==> src/vii_pkg.sv <==
package vii_pkg;

   // ********
   // Register map (byte addresses)
   // ********
   localparam logic [7:0] VII_CMD_OFS = 8'h00;
   localparam logic [7:0] VII_STATUS_OFS = 8'h04;
   localparam logic [7:0] VII_PEND_OFS = 8'h08;
   localparam logic [7:0] VII_LEVEN_OFS = 8'h0C;
   localparam logic [7:0] VII_IIE_OFS = 8'h10;
   localparam logic [7:0] VII_IIC_OFS = 8'h14;
   localparam logic [7:0] VII_PES_OFS = 8'h18;
   localparam logic [7:0] VII_PEA_OFS = 8'h1C;
   localparam logic [7:0] VII_IDENT_OFS = 8'h20;
   localparam logic [7:0] VII_VECTOR_OFS = 8'h24;
   localparam logic [7:0] VII_IRQ_STAT_OFS = 8'h28;
   localparam logic [7:0] VII_IRQ_MASK_OFS = 8'h2C;
   localparam logic [7:0] VII_PREV_OFS = 8'h30;

   // ********
   // Field positions and fixed values
   // ********
   localparam int VII_CMD_ON_BIT = 0;
   localparam int VII_CMD_OFF_BIT = 1;
   localparam int VII_CMD_GIVEUP_BIT = 2;
   localparam int VII_IRQ_IDENT_BIT = 0;
   localparam int VII_IRQ_IOX_BIT = 1;
   localparam int VII_IRQ_LEVEL_BIT = 2;
   localparam int VII_IRQ_INTERNAL_BIT = 3;
   localparam int VII_IOX_SRC_BIT = 7;
   localparam int VII_PTY_SRC_BIT = 8;
   localparam int VII_MOR_SRC_BIT = 9;
   localparam logic [3:0] VII_LEVEL_INTERNAL = 4'hE;
   localparam logic [3:0] VII_LEVEL_VEC_LO = 4'hA;
   localparam logic [3:0] VII_LEVEL_VEC_HI = 4'hD;
   localparam logic [15:0] VII_RESET_WORD = 16'h0000;
   localparam logic [3:0] VII_RESET_LEVEL = 4'h0;
   localparam logic [3:0] VII_RESET_IRQ = 4'h0;
   localparam logic [1:0] VII_RESP_OKAY = 2'h0;
   localparam logic [1:0] VII_RESP_SLVERR = 2'h2;

   // ********
   // Timing
   // ********
   localparam int VII_CLK_PERIOD_NS = 50;
   localparam int VII_IDENT_TIMEOUT_NS = 10000;
   localparam int VII_IDENT_TIMEOUT_CYCLES = VII_IDENT_TIMEOUT_NS / VII_CLK_PERIOD_NS;

   // ********
   // Types
   // ********
   typedef struct packed {
      logic [7:0] addr;
      logic [31:0] data;
      logic [3:0] strb;
   } vii_wr_type;

   typedef enum logic [1:0] {
      VII_IDLE = 2'b00,
      VII_ASK = 2'b01,
      VII_RELEASE = 2'b10
   } vii_ident_state_type;

   // Any address that is not a mapped word answers with an error
   function automatic logic vii_addr_ok(input logic [7:0] addr);
      vii_addr_ok = (addr[1:0] == 2'h0) && (addr <= VII_PREV_OFS);
   endfunction

   // Byte-lane merge for 16-bit registers
   function automatic logic [15:0] vii_merge16(input logic [15:0] old, input logic [31:0] data,
                                               input logic [3:0] strb);
      vii_merge16 = {strb[1] ? data[15:8] : old[15:8], strb[0] ? data[7:0] : old[7:0]};
   endfunction

endpackage

==> src/vii_sync.sv <==
`timescale 1ns/1ns
`default_nettype none
module vii_sync #(
   parameter int WIDTH = 1
) (
   input wire logic aclk,
   input wire logic aresetn,
   input wire logic [WIDTH-1:0] async_in,
   output logic [WIDTH-1:0] sync_out
);
   logic [WIDTH-1:0] stage1;

   // Two-flop synchroniser; stage1 feeds only the second flop
   always_ff @(posedge aclk) begin
      if (!aresetn) begin
         stage1 <= '0;
         sync_out <= '0;
      end else begin
         stage1 <= async_in;
         sync_out <= stage1;
      end
   end
endmodule
`default_nettype wire

==> src/vii_axil.sv <==
`timescale 1ns/1ns
`default_nettype none
module vii_axil
   import vii_pkg::*;
(
   input wire logic aclk,
   input wire logic aresetn,
   input wire logic [7:0] s_axi_awaddr,
   input wire logic s_axi_awvalid,
   output logic s_axi_awready,
   input wire logic [31:0] s_axi_wdata,
   input wire logic [3:0] s_axi_wstrb,
   input wire logic s_axi_wvalid,
   output logic s_axi_wready,
   output logic [1:0] s_axi_bresp,
   output logic s_axi_bvalid,
   input wire logic s_axi_bready,
   input wire logic [7:0] s_axi_araddr,
   input wire logic s_axi_arvalid,
   output logic s_axi_arready,
   output logic [31:0] s_axi_rdata,
   output logic [1:0] s_axi_rresp,
   output logic s_axi_rvalid,
   input wire logic s_axi_rready,
   output vii_wr_type wr,
   output logic wr_en,
   output logic [7:0] rd_addr,
   output logic rd_en,
   input wire logic [31:0] rd_data
);
   logic aw_full;
   logic w_full;
   logic [7:0] aw_addr;
   logic [31:0] w_data;
   logic [3:0] w_strb;

   // ********
   // Handshake decode
   // ********
   // Address and data are held separately so either may come first
   assign s_axi_awready = !aw_full && !s_axi_bvalid;
   assign s_axi_wready = !w_full && !s_axi_bvalid;
   assign s_axi_arready = !s_axi_rvalid;
   assign wr_en = aw_full && w_full && !s_axi_bvalid;
   assign wr = '{addr: aw_addr, data: w_data, strb: w_strb};
   assign rd_en = s_axi_arvalid && s_axi_arready;
   assign rd_addr = s_axi_araddr;

   // Write channel capture and response
   always_ff @(posedge aclk) begin
      if (!aresetn) begin
         aw_full <= 1'b0;
         w_full <= 1'b0;
         aw_addr <= 8'h00;
         w_data <= 32'h00000000;
         w_strb <= 4'h0;
         s_axi_bvalid <= 1'b0;
         s_axi_bresp <= VII_RESP_OKAY;
      end else begin
         if (s_axi_awvalid && s_axi_awready) begin
            aw_full <= 1'b1;
            aw_addr <= s_axi_awaddr;
         end
         if (s_axi_wvalid && s_axi_wready) begin
            w_full <= 1'b1;
            w_data <= s_axi_wdata;
            w_strb <= s_axi_wstrb;
         end
         if (wr_en) begin
            aw_full <= 1'b0;
            w_full <= 1'b0;
            s_axi_bvalid <= 1'b1;
            s_axi_bresp <= vii_addr_ok(aw_addr) ? VII_RESP_OKAY : VII_RESP_SLVERR;
         end else if (s_axi_bready) begin
            s_axi_bvalid <= 1'b0;
         end
      end
   end

   // Read channel: data registered at the address handshake
   always_ff @(posedge aclk) begin
      if (!aresetn) begin
         s_axi_rvalid <= 1'b0;
         s_axi_rdata <= 32'h00000000;
         s_axi_rresp <= VII_RESP_OKAY;
      end else if (rd_en) begin
         s_axi_rvalid <= 1'b1;
         s_axi_rdata <= rd_data;
         s_axi_rresp <= vii_addr_ok(s_axi_araddr) ? VII_RESP_OKAY : VII_RESP_SLVERR;
      end else if (s_axi_rready) begin
         s_axi_rvalid <= 1'b0;
      end
   end
endmodule
`default_nettype wire

==> src/vii_top.sv <==
// What this block does
// - On entering level 14, remember the level that ran before in previous_level_reg.
// - Up to 2048 vectored sources, each with its own 11-bit response code.
// - Vectored requests attach only to levels 13, 12, 11 and 10.
// - A vectored request on a level sets that level's pending flag bit.
// - Identify starts a search on a level; first device returns code, clears itself.
// - The returned code is the branch value selecting the device's driver.
// - After power-up, internal enable, level enable and current level are zero.
// - Cause, parity status and address start blocked; reading cause and status unblocks.
// - No bus data ready reply to identify raises the io exchange internal interrupt.
// - Give-up-priority clears the pending flag of the running level.
// - Reading cause code returns bits 0 to 3, upper bits zero, then clears it.
//
// Chosen here: the register addresses and register access over AXI4-Lite.
`timescale 1ns/1ns
`default_nettype none
module vii_top
   import vii_pkg::*;
#(
   parameter int CODE_W = 11,
   parameter int TIMEOUT_CYCLES = VII_IDENT_TIMEOUT_CYCLES
) (
   input wire logic aclk,
   input wire logic aresetn,
   input wire logic [7:0] s_axi_awaddr,
   input wire logic s_axi_awvalid,
   output logic s_axi_awready,
   input wire logic [31:0] s_axi_wdata,
   input wire logic [3:0] s_axi_wstrb,
   input wire logic s_axi_wvalid,
   output logic s_axi_wready,
   output logic [1:0] s_axi_bresp,
   output logic s_axi_bvalid,
   input wire logic s_axi_bready,
   input wire logic [7:0] s_axi_araddr,
   input wire logic s_axi_arvalid,
   output logic s_axi_arready,
   output logic [31:0] s_axi_rdata,
   output logic [1:0] s_axi_rresp,
   output logic s_axi_rvalid,
   input wire logic s_axi_rready,
   input wire logic [3:0] dev_request,
   input wire logic [10:0] internal_event,
   input wire logic [15:0] parity_status_in,
   input wire logic [15:0] parity_address_in,
   output logic ident_request,
   output logic [1:0] ident_level,
   input wire logic [CODE_W-1:0] ident_code,
   input wire logic bus_data_ready_reply,
   output logic [3:0] current_level,
   output logic interrupts_on,
   output logic [CODE_W-1:0] branch_vector,
   output logic irq
);
   localparam int SYNC_W = 4 + 11 + 16 + 16 + CODE_W + 1;

   // ********
   // Declarations
   // ********
   vii_wr_type wr;
   logic wr_en;
   logic rd_en;
   logic [7:0] rd_addr;
   logic [31:0] rd_data;
   logic [SYNC_W-1:0] sync_out;
   logic [3:0] dev_req_s;
   logic [10:0] event_s;
   logic [15:0] pstat_s;
   logic [15:0] paddr_s;
   logic [CODE_W-1:0] code_s;
   logic ready_s;
   logic [15:0] pending_level_flags;
   logic [15:0] level_enable_mask;
   logic [10:0] internal_source_enable;
   logic [3:0] internal_cause_code;
   logic [15:0] parity_fault_status;
   logic [15:0] parity_fault_address;
   logic [3:0] previous_level_reg;
   logic regs_blocked;
   logic cause_read_seen;
   logic status_read_seen;
   logic vector_valid;
   logic [3:0] irq_status;
   logic [3:0] irq_mask;
   vii_ident_state_type ident_state;
   logic [15:0] timer;
   logic [15:0] next_pending;
   logic [3:0] next_top;
   logic [3:0] next_cause;

   // ********
   // Bus slave and input synchronisers
   // ********
   vii_axil u_axil (
      .aclk(aclk),
      .aresetn(aresetn),
      .s_axi_awaddr(s_axi_awaddr),
      .s_axi_awvalid(s_axi_awvalid),
      .s_axi_awready(s_axi_awready),
      .s_axi_wdata(s_axi_wdata),
      .s_axi_wstrb(s_axi_wstrb),
      .s_axi_wvalid(s_axi_wvalid),
      .s_axi_wready(s_axi_wready),
      .s_axi_bresp(s_axi_bresp),
      .s_axi_bvalid(s_axi_bvalid),
      .s_axi_bready(s_axi_bready),
      .s_axi_araddr(s_axi_araddr),
      .s_axi_arvalid(s_axi_arvalid),
      .s_axi_arready(s_axi_arready),
      .s_axi_rdata(s_axi_rdata),
      .s_axi_rresp(s_axi_rresp),
      .s_axi_rvalid(s_axi_rvalid),
      .s_axi_rready(s_axi_rready),
      .wr(wr),
      .wr_en(wr_en),
      .rd_addr(rd_addr),
      .rd_en(rd_en),
      .rd_data(rd_data)
   );

   // All non-AXI input pins come from outside the clock domain
   vii_sync #(.WIDTH(SYNC_W)) u_sync (
      .aclk(aclk),
      .aresetn(aresetn),
      .async_in({dev_request, internal_event, parity_status_in, parity_address_in, ident_code,
                 bus_data_ready_reply}),
      .sync_out(sync_out)
   );
   assign {dev_req_s, event_s, pstat_s, paddr_s, code_s, ready_s} = sync_out;

   // ********
   // Decoded strobes
   // ********
   wire wr_cmd = wr_en && (wr.addr == VII_CMD_OFS);
   wire wr_pend = wr_en && (wr.addr == VII_PEND_OFS);
   wire wr_leven = wr_en && (wr.addr == VII_LEVEN_OFS);
   wire wr_iie = wr_en && (wr.addr == VII_IIE_OFS);
   wire [15:0] iie_merge = vii_merge16({5'h00, internal_source_enable}, wr.data, wr.strb);
   wire wr_ident = wr_en && (wr.addr == VII_IDENT_OFS);
   wire wr_irq_stat = wr_en && (wr.addr == VII_IRQ_STAT_OFS);
   wire wr_irq_mask = wr_en && (wr.addr == VII_IRQ_MASK_OFS);
   wire rd_iic = rd_en && (rd_addr == VII_IIC_OFS);
   wire rd_pes = rd_en && (rd_addr == VII_PES_OFS);
   wire cmd_on = wr_cmd && wr.strb[0] && wr.data[VII_CMD_ON_BIT];
   wire cmd_off = wr_cmd && wr.strb[0] && wr.data[VII_CMD_OFF_BIT];
   wire cmd_giveup = wr_cmd && wr.strb[0] && wr.data[VII_CMD_GIVEUP_BIT];
   wire ident_level_ok = (wr.data[3:0] >= VII_LEVEL_VEC_LO) && (wr.data[3:0] <= VII_LEVEL_VEC_HI);
   wire ident_start = wr_ident && wr.strb[0] && ident_level_ok && (ident_state == VII_IDLE);
   wire ident_got = (ident_state == VII_ASK) && ready_s;
   wire timer_done = (timer == 16'h0000);
   // silent bus gives io exchange error
   wire iox_error = (ident_state == VII_ASK) && !ready_s && timer_done;
   wire [10:0] event_all = event_s | (11'(iox_error) << VII_IOX_SRC_BIT);
   wire [10:0] event_on = event_all & internal_source_enable;
   wire level_change = interrupts_on && (next_top != current_level);

   // ********
   // Read selection
   // ********
   // Parity address reads zero while blocked so stale power-up content never leaks
   wire [31:0] status_word = {16'h0000, 2'h0, regs_blocked, ident_state != VII_IDLE, previous_level_reg,
                              current_level, 3'h0, interrupts_on};
   assign rd_data =
      (rd_addr == VII_STATUS_OFS) ? status_word :
      (rd_addr == VII_PEND_OFS) ? {16'h0, pending_level_flags} :
      (rd_addr == VII_LEVEN_OFS) ? {16'h0, level_enable_mask} :
      (rd_addr == VII_IIE_OFS) ? {21'h0, internal_source_enable} :
      (rd_addr == VII_IIC_OFS) ? {28'h0, internal_cause_code} :
      (rd_addr == VII_PES_OFS) ? {16'h0, parity_fault_status} :
      (rd_addr == VII_PEA_OFS) ? {16'h0, regs_blocked ? 16'h0 : parity_fault_address} :
      (rd_addr == VII_VECTOR_OFS) ? {vector_valid, 31'(branch_vector)} :
      (rd_addr == VII_IRQ_STAT_OFS) ? {28'h0, irq_status} :
      (rd_addr == VII_IRQ_MASK_OFS) ? {28'h0, irq_mask} :
      (rd_addr == VII_PREV_OFS) ? {28'h0, previous_level_reg} : 32'h0;

   // ********
   // Level arbitration and cause priority
   // ********
   // highest pending and enabled level
   always_comb begin
      next_top = current_level;
      if (|(pending_level_flags & level_enable_mask)) begin
         next_top = VII_RESET_LEVEL;
         for (int i = 0; i < 16; i++) begin
            if (pending_level_flags[i] && level_enable_mask[i]) begin
               next_top = 4'(i);
            end
         end
      end
   end

   // Highest source bit wins, so power fail beats the rest
   always_comb begin
      next_cause = VII_RESET_LEVEL;
      for (int i = 0; i < 11; i++) begin
         if (event_on[i]) begin
            next_cause = 4'(i);
         end
      end
   end

   // Pending flags: software edits first, hardware sets last so a set is never lost
   always_comb begin
      next_pending = pending_level_flags;
      if (wr_pend) begin
         next_pending = vii_merge16(pending_level_flags, wr.data, wr.strb);
      end
      if (cmd_giveup) begin
         next_pending[current_level] = 1'b0;
      end
      next_pending[13:10] = next_pending[13:10] | dev_req_s;
      if (|event_on) begin
         next_pending[VII_LEVEL_INTERNAL] = 1'b1;
      end
   end

   // ********
   // Interrupt system and level registers
   // ********
   // all masks and level clear at reset
   always_ff @(posedge aclk) begin
      if (!aresetn) begin
         pending_level_flags <= VII_RESET_WORD;
         level_enable_mask <= VII_RESET_WORD;
         internal_source_enable <= 11'h000;
         interrupts_on <= 1'b0;
         current_level <= VII_RESET_LEVEL;
         previous_level_reg <= VII_RESET_LEVEL;
      end else begin
         pending_level_flags <= next_pending;
         if (wr_leven) begin
            level_enable_mask <= vii_merge16(level_enable_mask, wr.data, wr.strb);
         end
         if (wr_iie) begin
            internal_source_enable <= iie_merge[10:0];
         end
         if (cmd_on) begin
            interrupts_on <= 1'b1;
         end else if (cmd_off) begin
            interrupts_on <= 1'b0;
         end
         if (level_change) begin
            current_level <= next_top;
            if (next_top == VII_LEVEL_INTERNAL) begin
               previous_level_reg <= current_level;
            end
         end
      end
   end

   // ********
   // Internal cause and parity capture
   // ********
   // Blocked registers hold still until software reads both cause and status
   always_ff @(posedge aclk) begin
      if (!aresetn) begin
         internal_cause_code <= VII_RESET_LEVEL;
         parity_fault_status <= VII_RESET_WORD;
         parity_fault_address <= VII_RESET_WORD;
         regs_blocked <= 1'b1;
         cause_read_seen <= 1'b0;
         status_read_seen <= 1'b0;
      end else begin
         if (rd_iic) begin
            cause_read_seen <= 1'b1;
         end
         if (rd_pes) begin
            status_read_seen <= 1'b1;
         end
         if ((cause_read_seen || rd_iic) && (status_read_seen || rd_pes)) begin
            regs_blocked <= 1'b0;
         end
         if (!regs_blocked && (|event_on)) begin
            internal_cause_code <= next_cause;
         end else if (rd_iic) begin
            internal_cause_code <= VII_RESET_LEVEL;
         end
         if (!regs_blocked && (event_on[VII_PTY_SRC_BIT] || event_on[VII_MOR_SRC_BIT])) begin
            parity_fault_status <= pstat_s;
            parity_fault_address <= paddr_s;
         end
      end
   end

   // ********
   // Identify search
   // ********
   assign ident_request = (ident_state == VII_ASK);

   always_ff @(posedge aclk) begin
      if (!aresetn) begin
         ident_state <= VII_IDLE;
         ident_level <= 2'h0;
         timer <= 16'h0000;
         branch_vector <= '0;
         vector_valid <= 1'b0;
      end else begin
         case (ident_state)
            VII_IDLE: begin
               if (ident_start) begin
                  ident_state <= VII_ASK;
                  ident_level <= wr.data[1:0] ^ VII_LEVEL_VEC_LO[1:0];
                  timer <= 16'(TIMEOUT_CYCLES - 1);
                  vector_valid <= 1'b0;
               end
            end
            VII_ASK: begin
               timer <= timer - 16'h0001;
               // 11-bit code kept as branch value
               if (ready_s) begin
                  branch_vector <= code_s;
                  vector_valid <= 1'b1;
                  ident_state <= VII_RELEASE;
                  timer <= 16'(TIMEOUT_CYCLES - 1);
               end else if (timer_done) begin
                  ident_state <= VII_IDLE;
               end
            end
            VII_RELEASE: begin
               // Wait for the reply to drop, but never hang on a stuck line
               timer <= timer - 16'h0001;
               if (!ready_s || timer_done) begin
                  ident_state <= VII_IDLE;
               end
            end
            default: begin
               ident_state <= VII_IDLE;
            end
         endcase
      end
   end

   // ********
   // Interrupt status, mask and output
   // ********
   // Write one to clear; a new event in the same cycle keeps its bit
   always_ff @(posedge aclk) begin
      if (!aresetn) begin
         irq_status <= VII_RESET_IRQ;
         irq_mask <= VII_RESET_IRQ;
      end else begin
         irq_status <= (irq_status & ~(wr_irq_stat && wr.strb[0] ? wr.data[3:0] : 4'h0))
                       | (4'(ident_got) << VII_IRQ_IDENT_BIT)
                       | (4'(iox_error) << VII_IRQ_IOX_BIT)
                       | (4'(level_change) << VII_IRQ_LEVEL_BIT)
                       | (4'(|event_on) << VII_IRQ_INTERNAL_BIT);
         if (wr_irq_mask && wr.strb[0]) begin
            irq_mask <= wr.data[3:0];
         end
      end
   end

   assign irq = |(irq_status & irq_mask);
endmodule
`default_nettype wire

==> config.mk <==
export PLATFORM = sky130hd
export DESIGN_NAME = vii_top
export DESIGN_NICKNAME = d
export VERILOG_FILES = /design/src/vii_pkg.sv /design/src/vii_sync.sv /design/src/vii_axil.sv /design/src/vii_top.sv
export SDC_FILE = /design/constraint.sdc
export NUM_CORES = 1
export LEC_CHECK = 0
export BUFFER_PORTS_ARGS = -buffer_cell sky130_fd_sc_hd__buf_2
export CORE_ASPECT_RATIO = 0.75
export CORE_MARGIN = 2
export CORE_UTILIZATION = 40
export CTS_CLUSTER_DIAMETER = 50
export DETAILED_ROUTE_END_ITERATION = 8
export PLACE_DENSITY = 0.57
export SETUP_SLACK_MARGIN = 0.02
export SYNTH_ARGS = -nofsm -noshare
export SYNTH_HDL_FRONTEND = slang
export SYNTH_SLANG_ARGS = --single-unit
export TNS_END_PERCENT = 50
==> constraint.sdc <==
create_clock -name aclk -period 3 [get_ports aclk]
set_input_delay 0.15 -clock aclk [delete_from_list [all_inputs] [get_ports aclk]]
set_output_delay 0.15 -clock aclk [all_outputs]
set_load 0.05 [all_outputs]
# After elaboration in Yosys (flattened, before gate mapping)
# Index checks and enable logic that the tools add are counted.
# classes
n_addsub	1
n_mul	0
div	0
n_lt_le_gt_ge	6
eq_ne	25
shift	0
mux	67
bitwise_logic	15
n_reduce_logical	87
# op_table
op	count
32-bit two-way mux	8
4-bit two-way mux	30
16-bit two-way mux	5
8-bit by 6-bit == test with 1-bit output (second input constant)	7
1-bit logical AND	51
16-bit case mux with 3 select lines	1
8-bit by 5-bit == test with 1-bit output (second input constant)	5
16-bit bitwise AND	2
8-bit by 4-bit == test with 1-bit output (second input constant)	4
8-bit by 6-bit less-or-equal comparator with 1-bit output (second input constant)	2
16-bit zero test	1
8-bit two-way mux	2
16-bit NOT	1
2-bit AND reduction	8
16-bit OR reduction	1
16-bit by 1-bit subtractor with 16-bit output (second input constant)	1
1-bit two-way mux	12
2-bit two-way mux	6
2-bit nonzero test	6
11-bit bitwise AND	1
11-bit by 8-bit bitwise OR with 11-bit output	1
11-bit OR reduction	1
4-bit bitwise AND	2
8-bit by 3-bit == test with 1-bit output (second input constant)	1
28 further kinds	42
# word_totals
ff_bits	315
latchBits	0
mem_bits_rw	0
rom_bits	0
inputBits	118
output_inout_bits	61
elab_cells	234
mem_count	0

# Depth between registers and ports, before layout
# depth
depth_word	21
mapped_depth	9
mapped_depth_nobuf	8

# Hierarchy
# Synthesis repeated with hierarchy kept, for this count alone.
# hier_totals
cells_unflattened	1416
area_unflattened_um2	12926.1
# by_module_without_submodules
mod	instances	cells_per_inst	area_per_inst_um2
vii_top	1	803	6461.2
vii_sync	1	249	3261.9
vii_axil	1	364	3203.1

# Worst setup path after synthesis
# No wires, ideal clock.
# synth_timing
path_kind	register to register
startpoint	register u_axil.s_axi_bvalid
endpoint	register u_axil.w_data[10]
setup_ns	0.070
arrival_ns	2.221
required_time_ns	2.930
setup_slack_ns	0.708
path_stages_with_launch	7
period_less_slack_ns	2.292
path_cell_list	dfxtp_1 > nor2_1 > and2_1 > clkbuf_1 > clkbuf_1 > nand2_1 > a21oi_1
# synth_between
elab_chain_cells	3
# synth_rtl
element	line	text
start, declared	vii_axil.sv:16	output logic s_axi_bvalid,
start signal, assigned	vii_axil.sv:57	s_axi_bvalid <= 1'b0;
start signal, assigned	vii_axil.sv:72	s_axi_bvalid <= 1'b1;
start signal, assigned	vii_axil.sv:75	s_axi_bvalid <= 1'b0;
1-bit zero test	vii_axil.sv:42	assign s_axi_wready = !w_full && !s_axi_bvalid;
1-bit logical AND	vii_axil.sv:42	
net s_axi_wready	vii_top.sv:31	output logic s_axi_wready,
1-bit logical AND	vii_axil.sv:64	if (s_axi_wvalid && s_axi_wready) begin
end signal, assigned	vii_axil.sv:66	w_data <= s_axi_wdata;
end, declared	vii_axil.sv:34	logic [31:0] w_data;
# The timed path passes the listed nets, and every way through them passes these cells.
# A chain may end at the register's enable or synchronous reset.

# Worst setup path in the final report
# layout_timing
startpoint	register pending_level_flags[14]
endpoint	register previous_level_reg[0]
# layout_between
elab_chain_cells	7
# layout_rtl
element	line	text
start, declared	vii_top.sv:72	logic [15:0] pending_level_flags;
start signal, assigned	vii_top.sv:230	pending_level_flags <= next_pending;
branches (longest 3 deep; another with 16-bit bitwise AND)	-	
4-bit two-way mux (*)	vii_top.sv:182	if (|(pending_level_flags & level_enable_mask)) begin
4-bit != test	vii_top.sv:155	wire level_change = interrupts_on && (next_top != current_level);
1-bit logical AND	vii_top.sv:155	
2-bit AND reduction (no line) (*)	-	
end signal, assigned	vii_top.sv:245	previous_level_reg <= current_level;
end, declared	vii_top.sv:78	logic [3:0] previous_level_reg;
# Every way passes the cells marked *.

==> impl_metrics.ini <==
[pwr]
power.density_nw_per_um2 = 613
cellLeakagePower_nw = 5.98
vdd_ir_drop_max_mv = 0.344

[timing]
slew_headroom_pct = 37.9
finalMaxSlewViolations = 0
min_period_ns = 2.81
grt_setup_unrepaired = false
fin_skew_ns = 0.0244
hold_violations = 0
fin_setup_tns_ns = 0
fmax_mhz = 356
worst_slew_pin_slew_ns = 0.932
timing.final.ws_setup_ns = 0.187
fin_crit_sh_pct = 93.8
holdWs_ns = 0.121
setup-violations-final = 0

[hold_path]
whs_endpoint = u_axil.aw_full
min_path_cells = 3
min-delay-start = s_axi_awvalid
hold_class = input port to flip-flop

[layout]
finalNonFillerCells = 1909
layout_common_cells = dfxtp_1 (298), nand2_1 (230), buf_2 (142), and2_1 (128), a21oi_1 (128)
final_common_cell = dfxtp_1
drive_above_1_share_pct = 15.9
fin_nets = 1623
stdcell_area_um2 = 14600
antenna_cells = 0
top_regs = u_sync.stage1: 59 flops, u_sync.sync_out: 59 flops, u_axil.s_axi_rdata: 17 flops
layout.area.seq_um2 = 5970
n_fill_cell = 2710
multi_input_area_um2 = 5090
area_delta_synth_final_pct = 27.7

[routing]
dr_total_vias = 9887
drtIter0Drc = 724
drc_errors = 0
dr.pass1.iters = 7
via_per_inst = 5.18
wl_per_cell_um = 17.5
wirelength_um = 33400
drtAntennaViolNets = 0

[global_route]
antenna_found_initial = 0
overflow = 0
grt_use_total_pct = 22.2
grt_pass1_wl_um = 51200
grt_pass1_vias = 9259
grt_max_degree = 151

[floorplanning]
pin_count = 179
die_width_um = 199
row_count = 53
core_area_um2 = 28100
die_y_um = 151
die_area_um2 = 30000
start_util_pct = 40.7

[placement]
postPlaceCellArea_um2 = 12600
port_buffers = 143
dp_hpwl_um = 23300
dpl.cell_count = 1756
gp_congestion = 0.930
dp_slack_ns = 0.381

[synth]
synth-edff-count = 0
synth_seq_cells = 298
ys_types = 65
netlist_area_um2 = 11500
synthArstFlopShare_pct = 0
ys_seq_area_share_pct = 52.1
ys_warn_count = 0
syn-instance-count = 1272
syn_area_per_cell_um2 = 9.01
synth_ff_type = dfxtp_1

[cts]
ctsLongestPathBuffers = 3
cts_max_level = 2
cts_inserted_buffers = 35
cts_tree = yes
cts_sinks = 298
root_buffer = clkbuf_16
post_cts_buffers = 0
clk_latency_ns = 0.52
path_clk_slew_ns = 0.06

[critical_path]
reg2reg_to = previous_level_reg[0]
cp.arrival_ns = 3.25
end_kind = flip-flop
reg2reg_from = pending_level_flags[14]
crit_type = flip-flop to flip-flop
setup.worst_path.start_class = flip-flop
ff2ff_setup_slack_ns = 0.19
worst-path-max-fanout = 5
reg2regPathDepth = 7
cp.required_ns = 3.44

[job]
max-cap-violations = 0

[run_status]
status = finished, final reports clean
Yosys cell counts, types with 14 or more instances:
cell	n	area share [%]
clkbuf_1	62	2.0
a21oi_1	128	5.6
a211oi_1	14	0.92
nand3_1	17	0.74
a222oi_1	17	1.5
buf_4	17	1.1
mux2i_1	42	3.7
nor2_1	78	2.6
dfxtp_1	298	52
and2_1	128	7.0
a221oi_1	14	1.1
nand2_1	230	7.5
o21ai_0	26	1.1
metal layers:
layer	share of wire [%]	vias up	GRT usage, %	wire length (um)
met4	2.6	0	8.07	860
met5	0	-	0	0
li1	-	4849	-	-
met3	7.4	61	4.97	2480
met2	42	311	32.8	14100
met1	48	4666	31.7	15900
cell type report:
type,count,area share [%]
Sequential cell,298,40.8
Multi-Input combinational cell,887,34.8
Timing Repair Buffer,263,12.8
Clock buffer,54,7.04
Tap cell,385,3.29
Clock inverter,8,0.890
Inverter,14,0.376
repair_timing:
item / CTS / global route
endpoints found under the hold margin: 88 / 0
hold buffers: 91 / 0
gates resized for setup: 0 / 0
per-stage QoR:
stage          util [%]  power [mW]
2_1_floorplan         -        4.53
3_5_place_dp       44.7        4.70
3_3_place_gp       44.7        4.70
6_report           52.0        8.97
5_1_grt            52.0        9.31
4_1_cts            52.0        9.08
logic make-up after synthesis:
group,share of synthesized area [%]
fa+ha+maj,0.655
simple gates,21.9
flops,52.1
xor+xnor,1.07
other cells,0.0327
compound gates,16.6
mux,3.67
buf+inv,4.00
critical path, stage by stage, from the launching register on:
cell and delay [ns]:
dfxtp_1 0.36, a22oi_1 0.43, nand4_1 0.39, nor2_1 0.36
a211oi_1 0.14, a2111o_1 0.50, o21bai_2 0.30, mux2i_1 0.23
how the worst max path moves through the flow:
stage,to,cells past startpoint,startpoint
finish,previous_level_reg[0],7,pending_level_flags[14]
floorplan,u_axil.w_data[10],6,u_axil.s_axi_bvalid
CTS,previous_level_reg[0],7,level_enable_mask[14]
global placement,previous_level_reg[0],7,pending_level_flags[14]
global route,previous_level_reg[0],7,level_enable_mask[14]
detailed placement,previous_level_reg[0],7,level_enable_mask[14]
where the power goes:
| group | internal [mW] | switching, mW |
|---|---|---|
| Combinational | 0.233 | 0.328 |
| Clock | 2.63 | 1.63 |
| Sequential | 4.07 | 0.0717 |
| Total | 6.94 | 2.03 |
Power figures use the tool's default switching activity.
